<file path="src/logic/ssq_pkg.sv">
// constants for the status, interrupt and init sequencing block
package ssq_pkg;
  localparam int          SSQ_NUM_INPUTS   = 4;
  localparam int          SSQ_NUM_STICKY   = 8;
  // sticky vector bit positions
  localparam int          SSQ_BIT_IN0      = 0;
  localparam int          SSQ_BIT_PLL1     = 4;
  localparam int          SSQ_BIT_PLL2     = 5;
  localparam int          SSQ_BIT_HOLD     = 6;
  localparam int          SSQ_BIT_REF      = 7;
  // reset values
  localparam logic [7:0]  SSQ_STICKY_RST   = 8'h00;
  localparam logic [7:0]  SSQ_IRQ_EN_RST   = 8'h00;
  localparam logic [7:0]  SSQ_COUNT_ZERO   = 8'h00;
  // reference selection modes
  localparam logic [1:0]  SSQ_MODE_MANUAL  = 2'h0;
  localparam logic [1:0]  SSQ_MODE_SHORT   = 2'h1;
  localparam logic [1:0]  SSQ_MODE_AUTOHO  = 2'h2;
  localparam logic [1:0]  SSQ_MODE_AUTO    = 2'h3;
  // divider initialisation time
  localparam int          SSQ_CLK_MHZ      = 100;
  localparam int          SSQ_INIT_NS      = 80;
  localparam int          SSQ_INIT_CYC     = (SSQ_INIT_NS * SSQ_CLK_MHZ + 999) / 1000;
  localparam logic [3:0]  SSQ_INIT_CYC_W   = 4'(SSQ_INIT_CYC);
  // retrain pulse length
  localparam logic [3:0]  SSQ_RETRAIN_CYC  = 4'h4;
  // pulse generator half period in clocks
  localparam logic [3:0]  SSQ_PULSE_HALF   = 4'h2;

  typedef enum logic [1:0] {
    SSQ_P_IDLE = 2'b00,
    SSQ_P_ARM  = 2'b01,
    SSQ_P_RUN  = 2'b10
  } ssq_pulse_state_t;
endpackage

</file>
<file path="src/logic/ssq_status_seq.sv">
// status reporting, interrupt pin, lock pin and init/pulse sequencing
// Functional notes
// RULE1: momentary status bits mirror live conditions
// RULE2: sticky bit set on fault, cleared by 1
// RULE3: clear has no effect while fault persists
// RULE4: per-bit enable masks sticky from interrupt
// RULE5: interrupt pin low while any enabled sticky
// RULE6: input status 1 active, 0 loss
// RULE7: pll lock status 1 locked, 0 unlocked
// RULE8: holdover status 1 not in holdover
// RULE9: vco cal bit 1 until calibration done
// RULE10: reference status depends on selection mode
// RULE11: lock pin high only when both locked
// RULE12: bypassed first pll ignored for lock pin
// RULE13: reset gives defaults, tune mid, outputs off
// RULE14: deterministic delay with no bypass, cascade feedback
// RULE15: divider sync holds outputs low, self-clears
// RULE16: retrain and band cal separate access, self-clear; code starts band cal only when strobed in the same cycle as retrain
// RULE17: clearing tune hold releases control voltage
// RULE18: host enables outputs in separate write
// RULE19: host avoids reserved and high addresses
// RULE20: internal source: each release makes one burst
// RULE21: external source: burst on next trigger edge
// RULE22: host order for divider changes
// RULE23: host order for initial setup
// RULE24: counted mode emits count then stops
// RULE25: sticky set on any faulty cycle
`timescale 1ns/1ps
module ssq_status_seq
  import ssq_pkg::*;
(
  input  wire logic        clk_in,                   // 100 MHz clock
  input  wire logic        rst_b_in,                 // async reset, active low
  input  wire logic [3:0]  input_active_in,          // input clock activity
  input  wire logic        first_pll_lock_in,        // first pll locked
  input  wire logic        second_pll_lock_in,       // second pll locked
  input  wire logic        holdover_in,              // device in holdover
  input  wire logic        vco_cal_done_in,          // vco calibration done
  input  wire logic [1:0]  ref_mode_in,              // selection mode
  input  wire logic [1:0]  selected_input_in,        // currently selected input
  input  wire logic [7:0]  irq_enable_in,            // per-sticky enables
  input  wire logic [7:0]  sticky_clear_in,          // write-1 clear strobes
  input  wire logic        first_pll_bypass_in,      // first pll bypass
  input  wire logic        second_pll_fb_select_in,  // cascaded feedback select
  input  wire logic        div_sync_start_in,        // divider sync set strobe
  input  wire logic        pll_retrain_in,           // retrain set strobe
  input  wire logic        vco_band_cal_start_in,    // band cal set strobe
  input  wire logic        vcxo_tune_hold_in,        // hold tune voltage
  input  wire logic        pulse_source_select_in,   // 0 internal, 1 external
  input  wire logic        pulse_mode_select_in,     // 0 counted, 1 continuous
  input  wire logic        pulse_release_in,         // release set strobe
  input  wire logic [7:0]  pulse_count_value_in,     // pulses per burst
  input  wire logic        ext_pulse_trigger_in,     // external trigger
  input  wire logic        outputs_enable_in,        // output enables
  output logic [3:0]       input0_active_now_out,    // live input status
  output logic             first_pll_locked_now_out, // live first pll lock
  output logic             second_pll_locked_now_out,// live second pll lock
  output logic             not_holdover_now_out,     // live holdover
  output logic             vco_cal_pending_out,      // calibration pending
  output logic [1:0]       selected_input_report_out,// selected input
  output logic             reference_valid_now_out,  // reference valid
  output logic [7:0]       sticky_out,               // latched bits
  output logic             irq_n_pin_out,            // interrupt, active low
  output logic             lock_pin_out,             // combined lock
  output logic             deterministic_out,        // deterministic delay mode
  output logic             div_sync_busy_out,        // sync in progress
  output logic             pll_retrain_out,          // retrain busy
  output logic             vco_band_cal_out,         // band cal busy
  output logic             vcxo_tune_mid_out,        // tune forced mid
  output logic             clock_outputs_en_out,     // clock outputs enabled
  output logic             sysref_outputs_out,       // sysref output level
  output logic             sysref_active_out         // sysref powered
);
  logic [7:0] fault_w;
  logic [7:0] irq_vec_w;
  logic [7:0] sticky_w;
  logic       ref_ok_w;
  logic       sel_active_w;
  logic       any_active_w;
  logic       lock_w;

  assign sel_active_w = input_active_in[selected_input_in];
  assign any_active_w = |input_active_in;
  // reference validity by selection mode
  assign ref_ok_w = (ref_mode_in == SSQ_MODE_MANUAL || ref_mode_in == SSQ_MODE_SHORT)
                    ? sel_active_w
                    : (ref_mode_in == SSQ_MODE_AUTOHO)
                      ? (any_active_w & ~(holdover_in & ~sel_active_w))
                      : any_active_w; // RULE10

  assign fault_w[SSQ_BIT_IN0 +: SSQ_NUM_INPUTS] = ~input_active_in; // RULE6
  assign fault_w[SSQ_BIT_PLL1] = ~first_pll_lock_in;                 // RULE7
  assign fault_w[SSQ_BIT_PLL2] = ~second_pll_lock_in;                // RULE7
  assign fault_w[SSQ_BIT_HOLD] = holdover_in;                         // RULE8
  assign fault_w[SSQ_BIT_REF]  = ~ref_ok_w;

  for (genvar i = 0; i < SSQ_NUM_STICKY; i++) begin : g_sticky
    ssq_sticky_bit u_bit (
      .clk_in     (clk_in),
      .rst_b_in   (rst_b_in),
      .fault_in   (fault_w[i]),
      .clear_in   (sticky_clear_in[i]),
      .enable_in  (irq_enable_in[i]),
      .sticky_out (sticky_w[i]),
      .irq_out    (irq_vec_w[i])
    );
  end

  // first pll lock ignored while bypassed
  assign lock_w = second_pll_lock_in & (first_pll_lock_in | first_pll_bypass_in); // RULE11 RULE12

  // registered status outputs
  always_ff @(posedge clk_in or negedge rst_b_in) begin
    if (!rst_b_in) begin
      input0_active_now_out     <= 4'h0;
      first_pll_locked_now_out  <= 1'b0;
      second_pll_locked_now_out <= 1'b0;
      not_holdover_now_out      <= 1'b0;
      vco_cal_pending_out       <= 1'b1;
      selected_input_report_out <= 2'h0;
      reference_valid_now_out   <= 1'b0;
      sticky_out                <= SSQ_STICKY_RST;
      irq_n_pin_out             <= 1'b1;
      lock_pin_out              <= 1'b0;
      deterministic_out         <= 1'b0;
    end else begin
      input0_active_now_out     <= input_active_in;      // RULE1 RULE6
      first_pll_locked_now_out  <= first_pll_lock_in;    // RULE7
      second_pll_locked_now_out <= second_pll_lock_in;   // RULE7
      not_holdover_now_out      <= ~holdover_in;         // RULE8
      vco_cal_pending_out       <= ~vco_cal_done_in;     // RULE9
      selected_input_report_out <= selected_input_in;
      reference_valid_now_out   <= ref_ok_w;             // RULE10
      sticky_out                <= sticky_w;
      irq_n_pin_out             <= ~(|irq_vec_w);        // RULE5
      lock_pin_out              <= lock_w;               // RULE11
      deterministic_out         <= ~first_pll_bypass_in & second_pll_fb_select_in; // RULE14
    end
  end

  // divider sync and retrain self-clearing timers
  logic [3:0] sync_cnt_q;
  logic [3:0] sync_cnt_d;
  logic [3:0] retrain_cnt_q;
  logic [3:0] retrain_cnt_d;
  logic       band_cal_q;
  logic       sync_busy_w;

  assign sync_busy_w   = sync_cnt_q != 4'h0;
  assign sync_cnt_d    = div_sync_start_in ? SSQ_INIT_CYC_W
                       : sync_busy_w ? sync_cnt_q - 4'h1 : 4'h0; // RULE15
  // retrain strobe is ignored while sync is busy
  assign retrain_cnt_d = (pll_retrain_in && !sync_busy_w) ? SSQ_RETRAIN_CYC
                       : (retrain_cnt_q != 4'h0) ? retrain_cnt_q - 4'h1 : 4'h0; // RULE16

  always_ff @(posedge clk_in or negedge rst_b_in) begin
    if (!rst_b_in) begin
      sync_cnt_q    <= 4'h0;
      retrain_cnt_q <= 4'h0;
      band_cal_q    <= 1'b0;
    end else begin
      sync_cnt_q    <= sync_cnt_d;
      retrain_cnt_q <= retrain_cnt_d;
      if (pll_retrain_in && vco_band_cal_start_in && !sync_busy_w) begin
        band_cal_q <= 1'b1;
      end else if (retrain_cnt_q == 4'h1) begin
        band_cal_q <= 1'b0;  // RULE16
      end
    end
  end

  // output and tune control
  always_ff @(posedge clk_in or negedge rst_b_in) begin
    if (!rst_b_in) begin
      div_sync_busy_out    <= 1'b0;
      pll_retrain_out      <= 1'b0;
      vco_band_cal_out     <= 1'b0;
      vcxo_tune_mid_out    <= 1'b1;  // RULE13
      clock_outputs_en_out <= 1'b0;  // RULE13
    end else begin
      div_sync_busy_out    <= sync_cnt_d != 4'h0;
      pll_retrain_out      <= retrain_cnt_d != 4'h0;
      vco_band_cal_out     <= band_cal_q;
      vcxo_tune_mid_out    <= vcxo_tune_hold_in;  // RULE17
      clock_outputs_en_out <= outputs_enable_in & (sync_cnt_d == 4'h0); // RULE15
    end
  end

  // sysref pulse generator
  ssq_pulse_state_t pstate_q;
  ssq_pulse_state_t pstate_d;
  logic [7:0] pcount_q;
  logic [3:0] phase_q;
  logic       level_q;
  logic       trig_q;
  logic       trig_rise_w;
  logic       phase_end_w;
  logic       burst_end_w;
  logic       start_w;

  assign trig_rise_w = ext_pulse_trigger_in & ~trig_q;
  assign phase_end_w = phase_q == SSQ_PULSE_HALF - 4'h1;
  // counted mode stops after the last high half
  assign burst_end_w = phase_end_w & level_q & ~pulse_mode_select_in
                       & (pcount_q == 8'h01); // RULE24
  assign start_w     = pulse_source_select_in ? trig_rise_w : 1'b1; // RULE20 RULE21

  always_comb begin
    pstate_d = pstate_q;
    case (pstate_q)
      SSQ_P_IDLE: begin
        if (pulse_release_in && !sync_busy_w && (pulse_count_value_in != SSQ_COUNT_ZERO
            || pulse_mode_select_in)) begin
          pstate_d = SSQ_P_ARM;
        end
      end
      SSQ_P_ARM: begin
        if (sync_busy_w) begin
          pstate_d = SSQ_P_IDLE;
        end else if (start_w) begin
          pstate_d = SSQ_P_RUN;
        end
      end
      SSQ_P_RUN: begin
        if (sync_busy_w || burst_end_w) begin
          pstate_d = SSQ_P_IDLE;
        end
      end
      default: pstate_d = SSQ_P_IDLE;
    endcase
  end

  always_ff @(posedge clk_in or negedge rst_b_in) begin
    if (!rst_b_in) begin
      pstate_q <= SSQ_P_IDLE;
      trig_q   <= 1'b0;
    end else begin
      pstate_q <= pstate_d;
      trig_q   <= ext_pulse_trigger_in;
    end
  end

  always_ff @(posedge clk_in or negedge rst_b_in) begin
    if (!rst_b_in) begin
      pcount_q <= SSQ_COUNT_ZERO;
      phase_q  <= 4'h0;
      level_q  <= 1'b0;
    end else if (pstate_q != SSQ_P_RUN) begin
      pcount_q <= pulse_count_value_in;
      phase_q  <= 4'h0;
      level_q  <= 1'b0;
    end else if (phase_end_w) begin
      phase_q  <= 4'h0;
      level_q  <= ~level_q;
      if (level_q) begin
        pcount_q <= pcount_q - 8'h01;
      end
    end else begin
      phase_q  <= phase_q + 4'h1;
    end
  end

  always_ff @(posedge clk_in or negedge rst_b_in) begin
    if (!rst_b_in) begin
      sysref_outputs_out <= 1'b0;  // RULE13
      sysref_active_out  <= 1'b0;
    end else begin
      // a sync strobe forces the level low in the same cycle as the busy flag
      sysref_outputs_out <= ((pstate_d == SSQ_P_RUN) & ~level_q & (pstate_q == SSQ_P_RUN)
                            & phase_end_w
                            | (pstate_d == SSQ_P_RUN) & level_q & ~phase_end_w)
                            & (sync_cnt_d == 4'h0); // RULE15
      sysref_active_out  <= pstate_d == SSQ_P_RUN;
    end
  end
endmodule

</file>
<file path="src/logic/ssq_sticky_bit.sv">
// one latched status bit with write-1 clear and interrupt gate
`timescale 1ns/1ps
module ssq_sticky_bit
  import ssq_pkg::*;
(
  input  wire logic clk_in,       // system clock
  input  wire logic rst_b_in,     // async reset, active low
  input  wire logic fault_in,     // fault present this cycle
  input  wire logic clear_in,     // write-1 clear strobe
  input  wire logic enable_in,    // interrupt enable
  output logic      sticky_out,   // latched bit
  output logic      irq_out       // gated request
);
  logic sticky_q;
  logic sticky_d;

  // set wins over clear, so a lasting fault re-sets at once
  assign sticky_d = fault_in | (sticky_q & ~clear_in); // RULE2 RULE3 RULE25

  always_ff @(posedge clk_in or negedge rst_b_in) begin
    if (!rst_b_in) begin
      sticky_q <= 1'b0;
    end else begin
      sticky_q <= sticky_d;
    end
  end

  assign sticky_out = sticky_q;
  assign irq_out    = sticky_q & enable_in; // RULE4
endmodule

</file>
<file path="config.mk">
export PLATFORM = sky130hd
export DESIGN_NAME = ssq_status_seq
export DESIGN_NICKNAME = d
export VERILOG_FILES = /design/src/logic/ssq_pkg.sv /design/src/logic/ssq_status_seq.sv /design/src/logic/ssq_sticky_bit.sv
export SDC_FILE = /design/constraint.sdc
export NUM_CORES = 1
export LEC_CHECK = 0
export BUFFER_PORTS_ARGS = -buffer_cell sky130_fd_sc_hd__buf_2
export CAP_MARGIN = 5
export CORE_MARGIN = 2
export CORE_UTILIZATION = 50
export DETAILED_ROUTE_END_ITERATION = 10
export GPL_TIMING_DRIVEN = 0
export PLACE_DENSITY = 0.77
export SLEW_MARGIN = 30
export SYNTH_ARGS = -nofsm -noshare
export SYNTH_HDL_FRONTEND = slang
export SYNTH_SLANG_ARGS = --single-unit
</file>
<file path="constraint.sdc">
create_clock -name clk_in -period 2.2 [get_ports clk_in]
set_clock_uncertainty 0.1 [all_clocks]
set_input_delay 0.44 -clock clk_in [delete_from_list [all_inputs] [get_ports clk_in]]
set_output_delay 0.44 -clock clk_in [all_outputs]
set_load 0.02 [all_outputs]
</file>
Word-level counts from Yosys, hierarchy flattened
Cells that the tools add are included.

Bitwise logic cells: 63. Muxes and demuxes: 23. Order comparisons: 1. Add/sub/neg operators: 4. Equal/unequal tests: 9. Reductions and logical operators: 23.

Operators with widths (count): AND 1 bit (31); 2-to-1 mux 4 bit (6); 2-to-1 mux 8 bit (3); inverter 1 bit (21); nonzero test 4 bit (4); bitwise OR 1 bit (10); == test 4 x 1 -> 1 bit, second input constant (2); == test 8 x 1 -> 1 bit, second input constant (1); 2-to-1 mux 1 bit (8); 2-to-1 mux 2 bit (4); nonzero test 8 bit (1); OR reduction 8 bit (1); subtractor 4 x 1 -> 4 bit, second input constant (2); subtractor 8 x 1 -> 8 bit, second input constant (1); == test 2 bit, second input constant (3); one-hot mux 2 bit (3 select lines) (1); nonzero test 2 bit (3); logical AND 1 bit (5); adder 4 x 1 -> 4 bit, second input constant (1); == test 2 x 1 -> 1 bit, second input constant (2); logical NOT 2 bit (2); logical NOT 4 bit (1); inverter 4 bit (1); OR reduction 4 bit (1); other kinds (6) (8).

Input port bits: 49. Output and inout bits: 29. Flip-flop bits (word level): 62. Word-level logic and storage cells: 157.

Longest topological paths before layout
Gate-level depths: netlist of the first run.

Depth after elaboration: 13. Gate-level depth with buffers: 7. Gate-level depth less buffers: 6.

Cells and area by module
Synthesis of the first run repeated with hierarchy kept, for this count alone.

Cells, all modules: 211. Area, all modules: 2508.7 µm².

Modules (own cells, without submodules): ssq_status_seq (area an instance 2168.3 µm², cells each 179, instances 1); ssq_sticky_bit (area an instance 42.5 µm², cells each 4, instances 8).

Worst setup path before layout of the first run
Ideal clock, no wire load.

Kind: reg2reg. Start point: register sync_cnt_q[0]. End point: register sysref_outputs_out. Arrival: 1.506 ns. Stages on the path, launching flop included: 7. Setup slack: 0.514 ns. Data required time: 2.020 ns. Clock period less this slack: 1.686 ns. Library setup time: 0.080 ns. Cells stage by stage: dfrtp_1 inv_1 ha_1 nor3b_4 a31oi_2 or3b_4 nor3b_2.

Word-level cells in the longest chain between the ends: 12.

Ends and longest elaborated chain: start, declared (RTL line ssq_status_seq.sv:142) `logic [3:0] sync_cnt_q;`; start signal, assigned (RTL line ssq_status_seq.sv:162) `sync_cnt_q <= sync_cnt_d;`; nonzero test 4 bit (RTL line ssq_status_seq.sv:149) `assign sync_busy_w = sync_cnt_q != 4'h0;`; logical NOT 1 bit (RTL line ssq_status_seq.sv:212) `if (pulse_release_in && !sync_busy_w && (pulse_count_value_in != SSQ_COUNT_ZERO`; logical AND 1 bit (2 in a row) (RTL line ssq_status_seq.sv:212); 2-to-1 mux 2 bit (RTL line ssq_status_seq.sv:212); one-hot mux 2 bit (3 select lines) (RTL line ssq_status_seq.sv:210) `case (pstate_q)`; == test 2 bit (RTL line ssq_status_seq.sv:269, ssq_status_seq.sv:271); AND 1 bit (2 in a row) (RTL line ssq_status_seq.sv:269) `sysref_outputs_out <= ((pstate_d == SSQ_P_RUN) & ~level_q & (pstate_q == SSQ_P_RUN)`; AND 1 bit (RTL line ssq_status_seq.sv:270) `& phase_end_w`; bitwise OR 1 bit (RTL line ssq_status_seq.sv:271) `| (pstate_d == SSQ_P_RUN) & level_q & ~phase_end_w)`; AND 1 bit (*) (RTL line ssq_status_seq.sv:272) `& (sync_cnt_d == 4'h0);`; end signal, assigned (RTL line ssq_status_seq.sv:269); end, declared (RTL line ssq_status_seq.sv:71) `output logic sysref_outputs_out,`.

Every way passes the cells marked *; elsewhere a longest branch is shown, timed or not. A chain may end at the register's enable or synchronous reset.

Worst setup path after layout of the first run
Ends and elaborated chain as after synthesis.

==> results of run 1 <==
[per-stage QoR]
stage,total power [uW],std cells
finish,2800,358
detailed placement,1850,342
floorplan,1650,198
global route,2940,358
global placement,1820,342
CTS,2830,358
[metal layers]
metal / up-vias / part of all wire [%] / GRT usage (%) / wire length [um]
met4: 0 / 1.6 / 10.3 / 77
met2: 68 / 49 / 32.0 / 2300
met5: - / 0 / 0 / 0
met1: 858 / 43 / 23.2 / 2050
li1: 857 / - / - / -
met3: 6 / 6.6 / 6.31 / 310
[layout by cell type, fill, tap and decap left out, drive strengths merged, types with 5 or more instances in the layout]
master | netlist | routed
xnor2 | 5 | 5
inv | 16 | 16
buf | 1 | 78
nand2 | 14 | 14
ha | 6 | 6
nor2 | 10 | 10
dfrtp | 59 | 59
nor3 | 11 | 11
o21ai | 18 | 18
xor2 | 6 | 6
nand3 | 6 | 6
clkbuf | 2 | 11
[final timing paths]
path                            startpoint             endpoint  slack, ns
max                          sync_cnt_q[0]   sysref_outputs_out       0.31
min                               rst_b_in          pcount_q[6]       0.07
max reg2reg                  sync_cnt_q[0]   sysref_outputs_out       0.31
min reg2reg                     band_cal_q     vco_band_cal_out       0.30
max in group asynchronous         rst_b_in     retrain_cnt_q[2]       1.45
min in group clk_in        vco_cal_done_in  vco_cal_pending_out       0.10
[layout make-up]
class                   count  area, um2  share of cell area, %
flip-flops and latches     62       1560                   50.0
multi-input cells         117        811                   26.1
repair buffers             77        388                   12.5
clock buffers               9        124                   3.98
well taps                  67       83.8                   2.70
clock inverters             7       75.1                   2.41
inverters                  16       60.1                   1.93
plain buffers               3       12.5                  0.402
[sequential cells by signal, summed over array words and instances (netlist names), 4 cells and up]
| name | cells |
|---|---|
| sticky_out | 8 |
| retrain_cnt_q | 4 |
| phase_q | 4 |
| sync_cnt_q | 4 |
| input0_active_now_out | 4 |
| pcount_q | 8 |
| g_sticky.u_bit.sticky_out | 8 |
[Yosys cell counts (2+ instances only)]
cell	number
nand3_1	6
dfstp_2	3
o21ai_0	17
nand2b_1	3
nor3_1	11
ha_1	6
clkbuf_1	2
nor4b_2	2
o211a_1	2
mux2i_1	2
nor3b_1	2
xor2_1	6
nand2_1	14
nor4_1	2
a21oi_1	4
dfrtp_1	59
inv_1	16
a22oi_1	4
xnor2_1	5
nor2_1	10
nor2b_1	2
[worst max-delay path, cell delays in order, from the launching register on]
cell     delay [ns]
dfrtp_1        0.42
inv_1          0.10
ha_1           0.18
nor3b_4        0.40
a31oi_2        0.06
or3b_4         0.41
nor3b_2        0.15
[power by group]
group	switching, uW	internal (uW)	total, uW
clock network	458	523	981
registers	92.8	1260	1360
logic	264	202	466
total	815	1990	2800
[cells by family after synthesis]
| logic type | share of synthesized area [%] |
|---|---|
| AOI/OAI and AO/OA | 8.83 |
| xor gates and xnor gates | 3.95 |
| adders and majority gates | 3.08 |
| buffers and inverters | 2.98 |
| DFF | 63.8 |
| muxes | 1.74 |
| and+or+nand+nor | 15.6 |
==> results.yml, run 1 <==
logic_synthesis:
  avgSynthCellArea_um2: 12.3
  yosys_register_bits: 62
  synth_top_area_share_pct: 60.5
  yosysTopAreaCell: "dfrtp_1"
  synth_area_leaders: "dfrtp_1 61%, o21ai_0 3.5%, dfstp_2 3.2%, ha_1 3.1%, inv_1 2.5%"
  netlist_area_um2: 2440
  synthCells: 198
  synth_ff_type: "dfrtp_1"
  synth_cell_type_count: 41
  ys_warn_count: 0
  synth_fp_nets: 253
  synth-edff-count: 0
  async_flop_share_pct: 100
  seq_area_frac_synth_pct: 63.8
clock_tree:
  ctsResizeCount: 0
  cts.sinks: 62
  cts_root_buf: "clkbuf_8"
  insertion_delay_ns: 0.34
  hold_buffers: 0
  htreeDepth: 3
  cts_tree: "built"
  cts_buffer_depth: 2
  path_clk_slew_ns: 0.07
  postCtsSetupBuffers: 0
  cts_inserted_buffers: 9
critical_path:
  crit_fanout: 9
  cp.required_ns: 2.36
  arrival_ns: 2.05
  crit_type: "flip-flop to flip-flop"
  start_kind: "flip-flop"
  cp-end-kind: "flip-flop"
  worstRegToRegCells: 6
pwr:
  irDropWorstVdd_v: 0.000676
  power_density_nw_per_um2: 902
  leakagePower_uw: 0.00154
placed_design:
  pre_cts_ws_ns: 0.318
  place_area_um2: 2910
  portBuffers: 77
  gp_congestion: 0.797
  dpl.hpwl_mm: 3.40
final_layout:
  fill_cells: 381
  nNetsFinal: 341
  layout-drive-gt1-share_pct: 36.8
  fin_area_um2: 3110
  utilization_pct: 65.8
  num_antenna_cells: 0
  area_delta_synth_final_pct: 27.5
route:
  initialDrtViolationCount: 51
  wirelength_mm: 4.73
  post-route-drc-count: 0
  wire_per_inst_um: 13.2
  vias: 1789
  drtPass1Iterations: 4
  viasPerCell: 5.00
  ant_nets: 0
sta:
  worst_pin_slew_ns: 0.734
  setup_tns_ns: 0
  slew_viol_final: 0
  final-hold-violation-count: 0
  max_freq_mhz: 529
  relSlewSlack_pct: 51.0
  period_needed_ns: 1.89
  fin_crit_sh_pct: 86.0
  whs_ns: 0.0698
  rsz0062_at_grt: "false"
  setup_ws_ns: 0.308
  finalSetupViolCount: 0
global_routing:
  grt-ovfl-total: 0
  grt_pass1_wl_mm: 7.93
  grt_pass1_vias: 1792
  antenna_found_initial: 0
  grt_max_degree: 63
  grt_usage_pct: 19.7
floorplanning:
  dieArea_um2: 5450
  io_pins: 78
  dieWidth_um: 73.8
  die_h_um: 73.8
  start_util_pct: 51.6
  core_area_um2: 4720
  fp-row-count: 25
worst_hold_path:
  hold_class: "input pin to async pin"
status:
  status: "finished, final reports clean"
flow_run:
  drv_cap: 0
No activity file was read; power rests on OpenSTA's default activity.
==> inputs of run 2 (changes only) <==
PLACE_DENSITY = 0.76   (was 0.77)
==> results.yml, run 2 (synthesized netlist as in run 1, its figures left out) <==
status:
  status: "finished, final reports clean"
clock_tree:
  cts.sinks: 62
  insertion_delay_ns: 0.33
  cts_buffer_depth: 2
  cts_root_buf: "clkbuf_8"
  htreeDepth: 3
  path_clk_slew_ns: 0.07
  ctsResizeCount: 0
  postCtsSetupBuffers: 0
  cts_inserted_buffers: 9
  hold_buffers: 0
  cts_tree: "built"
pwr:
  p_int_uw: 2010
  leakagePower_uw: 0.00155
  power.share.clock_pct: 35.3
  power_density_nw_per_um2: 898
  pwr-share-seq_pct: 48.7
  p_switching_uw: 777
  irDropWorstVdd_v: 0.000653
  p_sw_share_pct: 27.8
  pwr-share-comb_pct: 16.0
final_layout:
  layoutNonFillerInstCount: 358
  layout-drive-gt1-share_pct: 36.8
  nNetsFinal: 341
  area_delta_synth_final_pct: 27.5
  layout_commonest_cell: "buf_2"
  final_cell_mix: "77 x buf_2, 59 x dfrtp_1, 17 x o21ai_0"
  num_antenna_cells: 0
  fill_cells: 379
  fin_area_um2: 3110
  reg_top3: "g_sticky.u_bit.sticky_out: 8 flops, pcount_q: 8 flops, sticky_out: 8 flops"
sta:
  whs_ns: 0.0616
  finalSetupViolCount: 0
  setup_tns_ns: 0
  relSlewSlack_pct: 49.5
  worst_pin_slew_ns: 0.758
  rsz0062_at_grt: "false"
  period_needed_ns: 1.87
  setup_ws_ns: 0.331
  final-hold-violation-count: 0
  max_freq_mhz: 535
  slew_viol_final: 0
  fin_crit_sh_pct: 85.0
placed_design:
  pre_cts_ws_ns: 0.361
  place_area_um2: 2910
  gp_congestion: 0.784
  dpl.hpwl_mm: 3.28
  portBuffers: 77
  placed_cells: 342
floorplanning:
  dieWidth_um: 73.8
  start_util_pct: 51.6
  fp-row-count: 25
  dieArea_um2: 5450
  io_pins: 78
  die_h_um: 73.8
  core_area_um2: 4720
flow_run:
  drv_cap: 0
route:
  wire_per_inst_um: 12.6
  wirelength_mm: 4.49
  vias: 1772
  initialDrtViolationCount: 39
  ant_nets: 0
  viasPerCell: 4.95
  post-route-drc-count: 0
  drtPass1Iterations: 4
critical_path:
  cp.required_ns: 2.34
  crit_type: "flip-flop to flip-flop"
  crit_fanout: 10
  arrival_ns: 2.01
  start_kind: "flip-flop"
  cp-end-kind: "flip-flop"
global_routing:
  antenna_found_initial: 0
  grt_pass1_wl_mm: 7.52
  grt-ovfl-total: 0
  grt_pass1_vias: 1785
  grt_usage_pct: 18.8
  grt_max_degree: 63
worst_hold_path:
  hold_class: "input pin to async pin"
## run 2: cell count changes in the layout (fill, tap and decap cells not counted), sizes merged
cell	previous run	this run
clkinv	3	4
clkinvlp	3	1
clkbuf	11	12
## run 2: final timing paths
| check | from | to | slack, ns | cells past startpoint |
|---|---|---|---|---|
| min | rst_b_in | pcount_q[2] | 0.06 | 1 |
| max | phase_q[1] | pcount_q[6] | 0.33 | 7 |
| min reg2reg | band_cal_q | vco_band_cal_out | 0.30 | 0 |
| max reg2reg | phase_q[1] | pcount_q[6] | 0.33 | 7 |
| min in group clk_in | vcxo_tune_hold_in | vcxo_tune_mid_out | 0.10 | 1 |
| max in group asynchronous | rst_b_in | input0_active_now_out[3] | 1.42 | 1 |
## run 2: critical path, cell delays in order, from the launching register on
cell,delay [ns]
dfrtp_1,0.40
inv_1,0.06
ha_1,0.16
nor3b_1,0.31
buf_2,0.29
nand4_1,0.13
xor2_1,0.15
o21ai_0,0.17
## run 2: stage by stage
step | total power (uW) | util (%)
final | 2790 | 65.8
after global routing | 2940 | 65.8
after CTS | 2830 | 65.8
after detailed placement | 1830 | 61.6
after global placement | 1820 | 61.6
after floorplan | 1650 | -
## run 2: cell type report
cell class	count	area (um2)	area share [%]
Buffer	3	12.5	0.402
Clock buffer	10	138	4.43
Clock inverter	6	61.3	1.97
Inverter	16	60.1	1.93
Multi-Input combinational cell	117	811	26.1
Sequential cell	62	1560	50.0
Tap cell	67	83.8	2.70
Timing Repair Buffer	77	388	12.5
## run 2: power groups by stage
stage	Sequential (uW)	Combinational [uW]	Clock (uW)
floorplan	1420	233	0
global placement	1370	444	0
detailed placement	1380	452	0
CTS	1360	457	1010
global route	1380	502	1060
finish	1360	447	985
## run 2: routing by layer
layer / share of wire [%] / vias to the layer above / wire length [um] / track usage (%)
met5: 0 / - / 0 / 0
met4: 1.7 / 0 / 75 / 9.09
met3: 9.0 / 7 / 404 / 8.09
met2: 45 / 66 / 2010 / 29.1
met1: 45 / 837 / 2010 / 22.6
li1: - / 862 / - / -
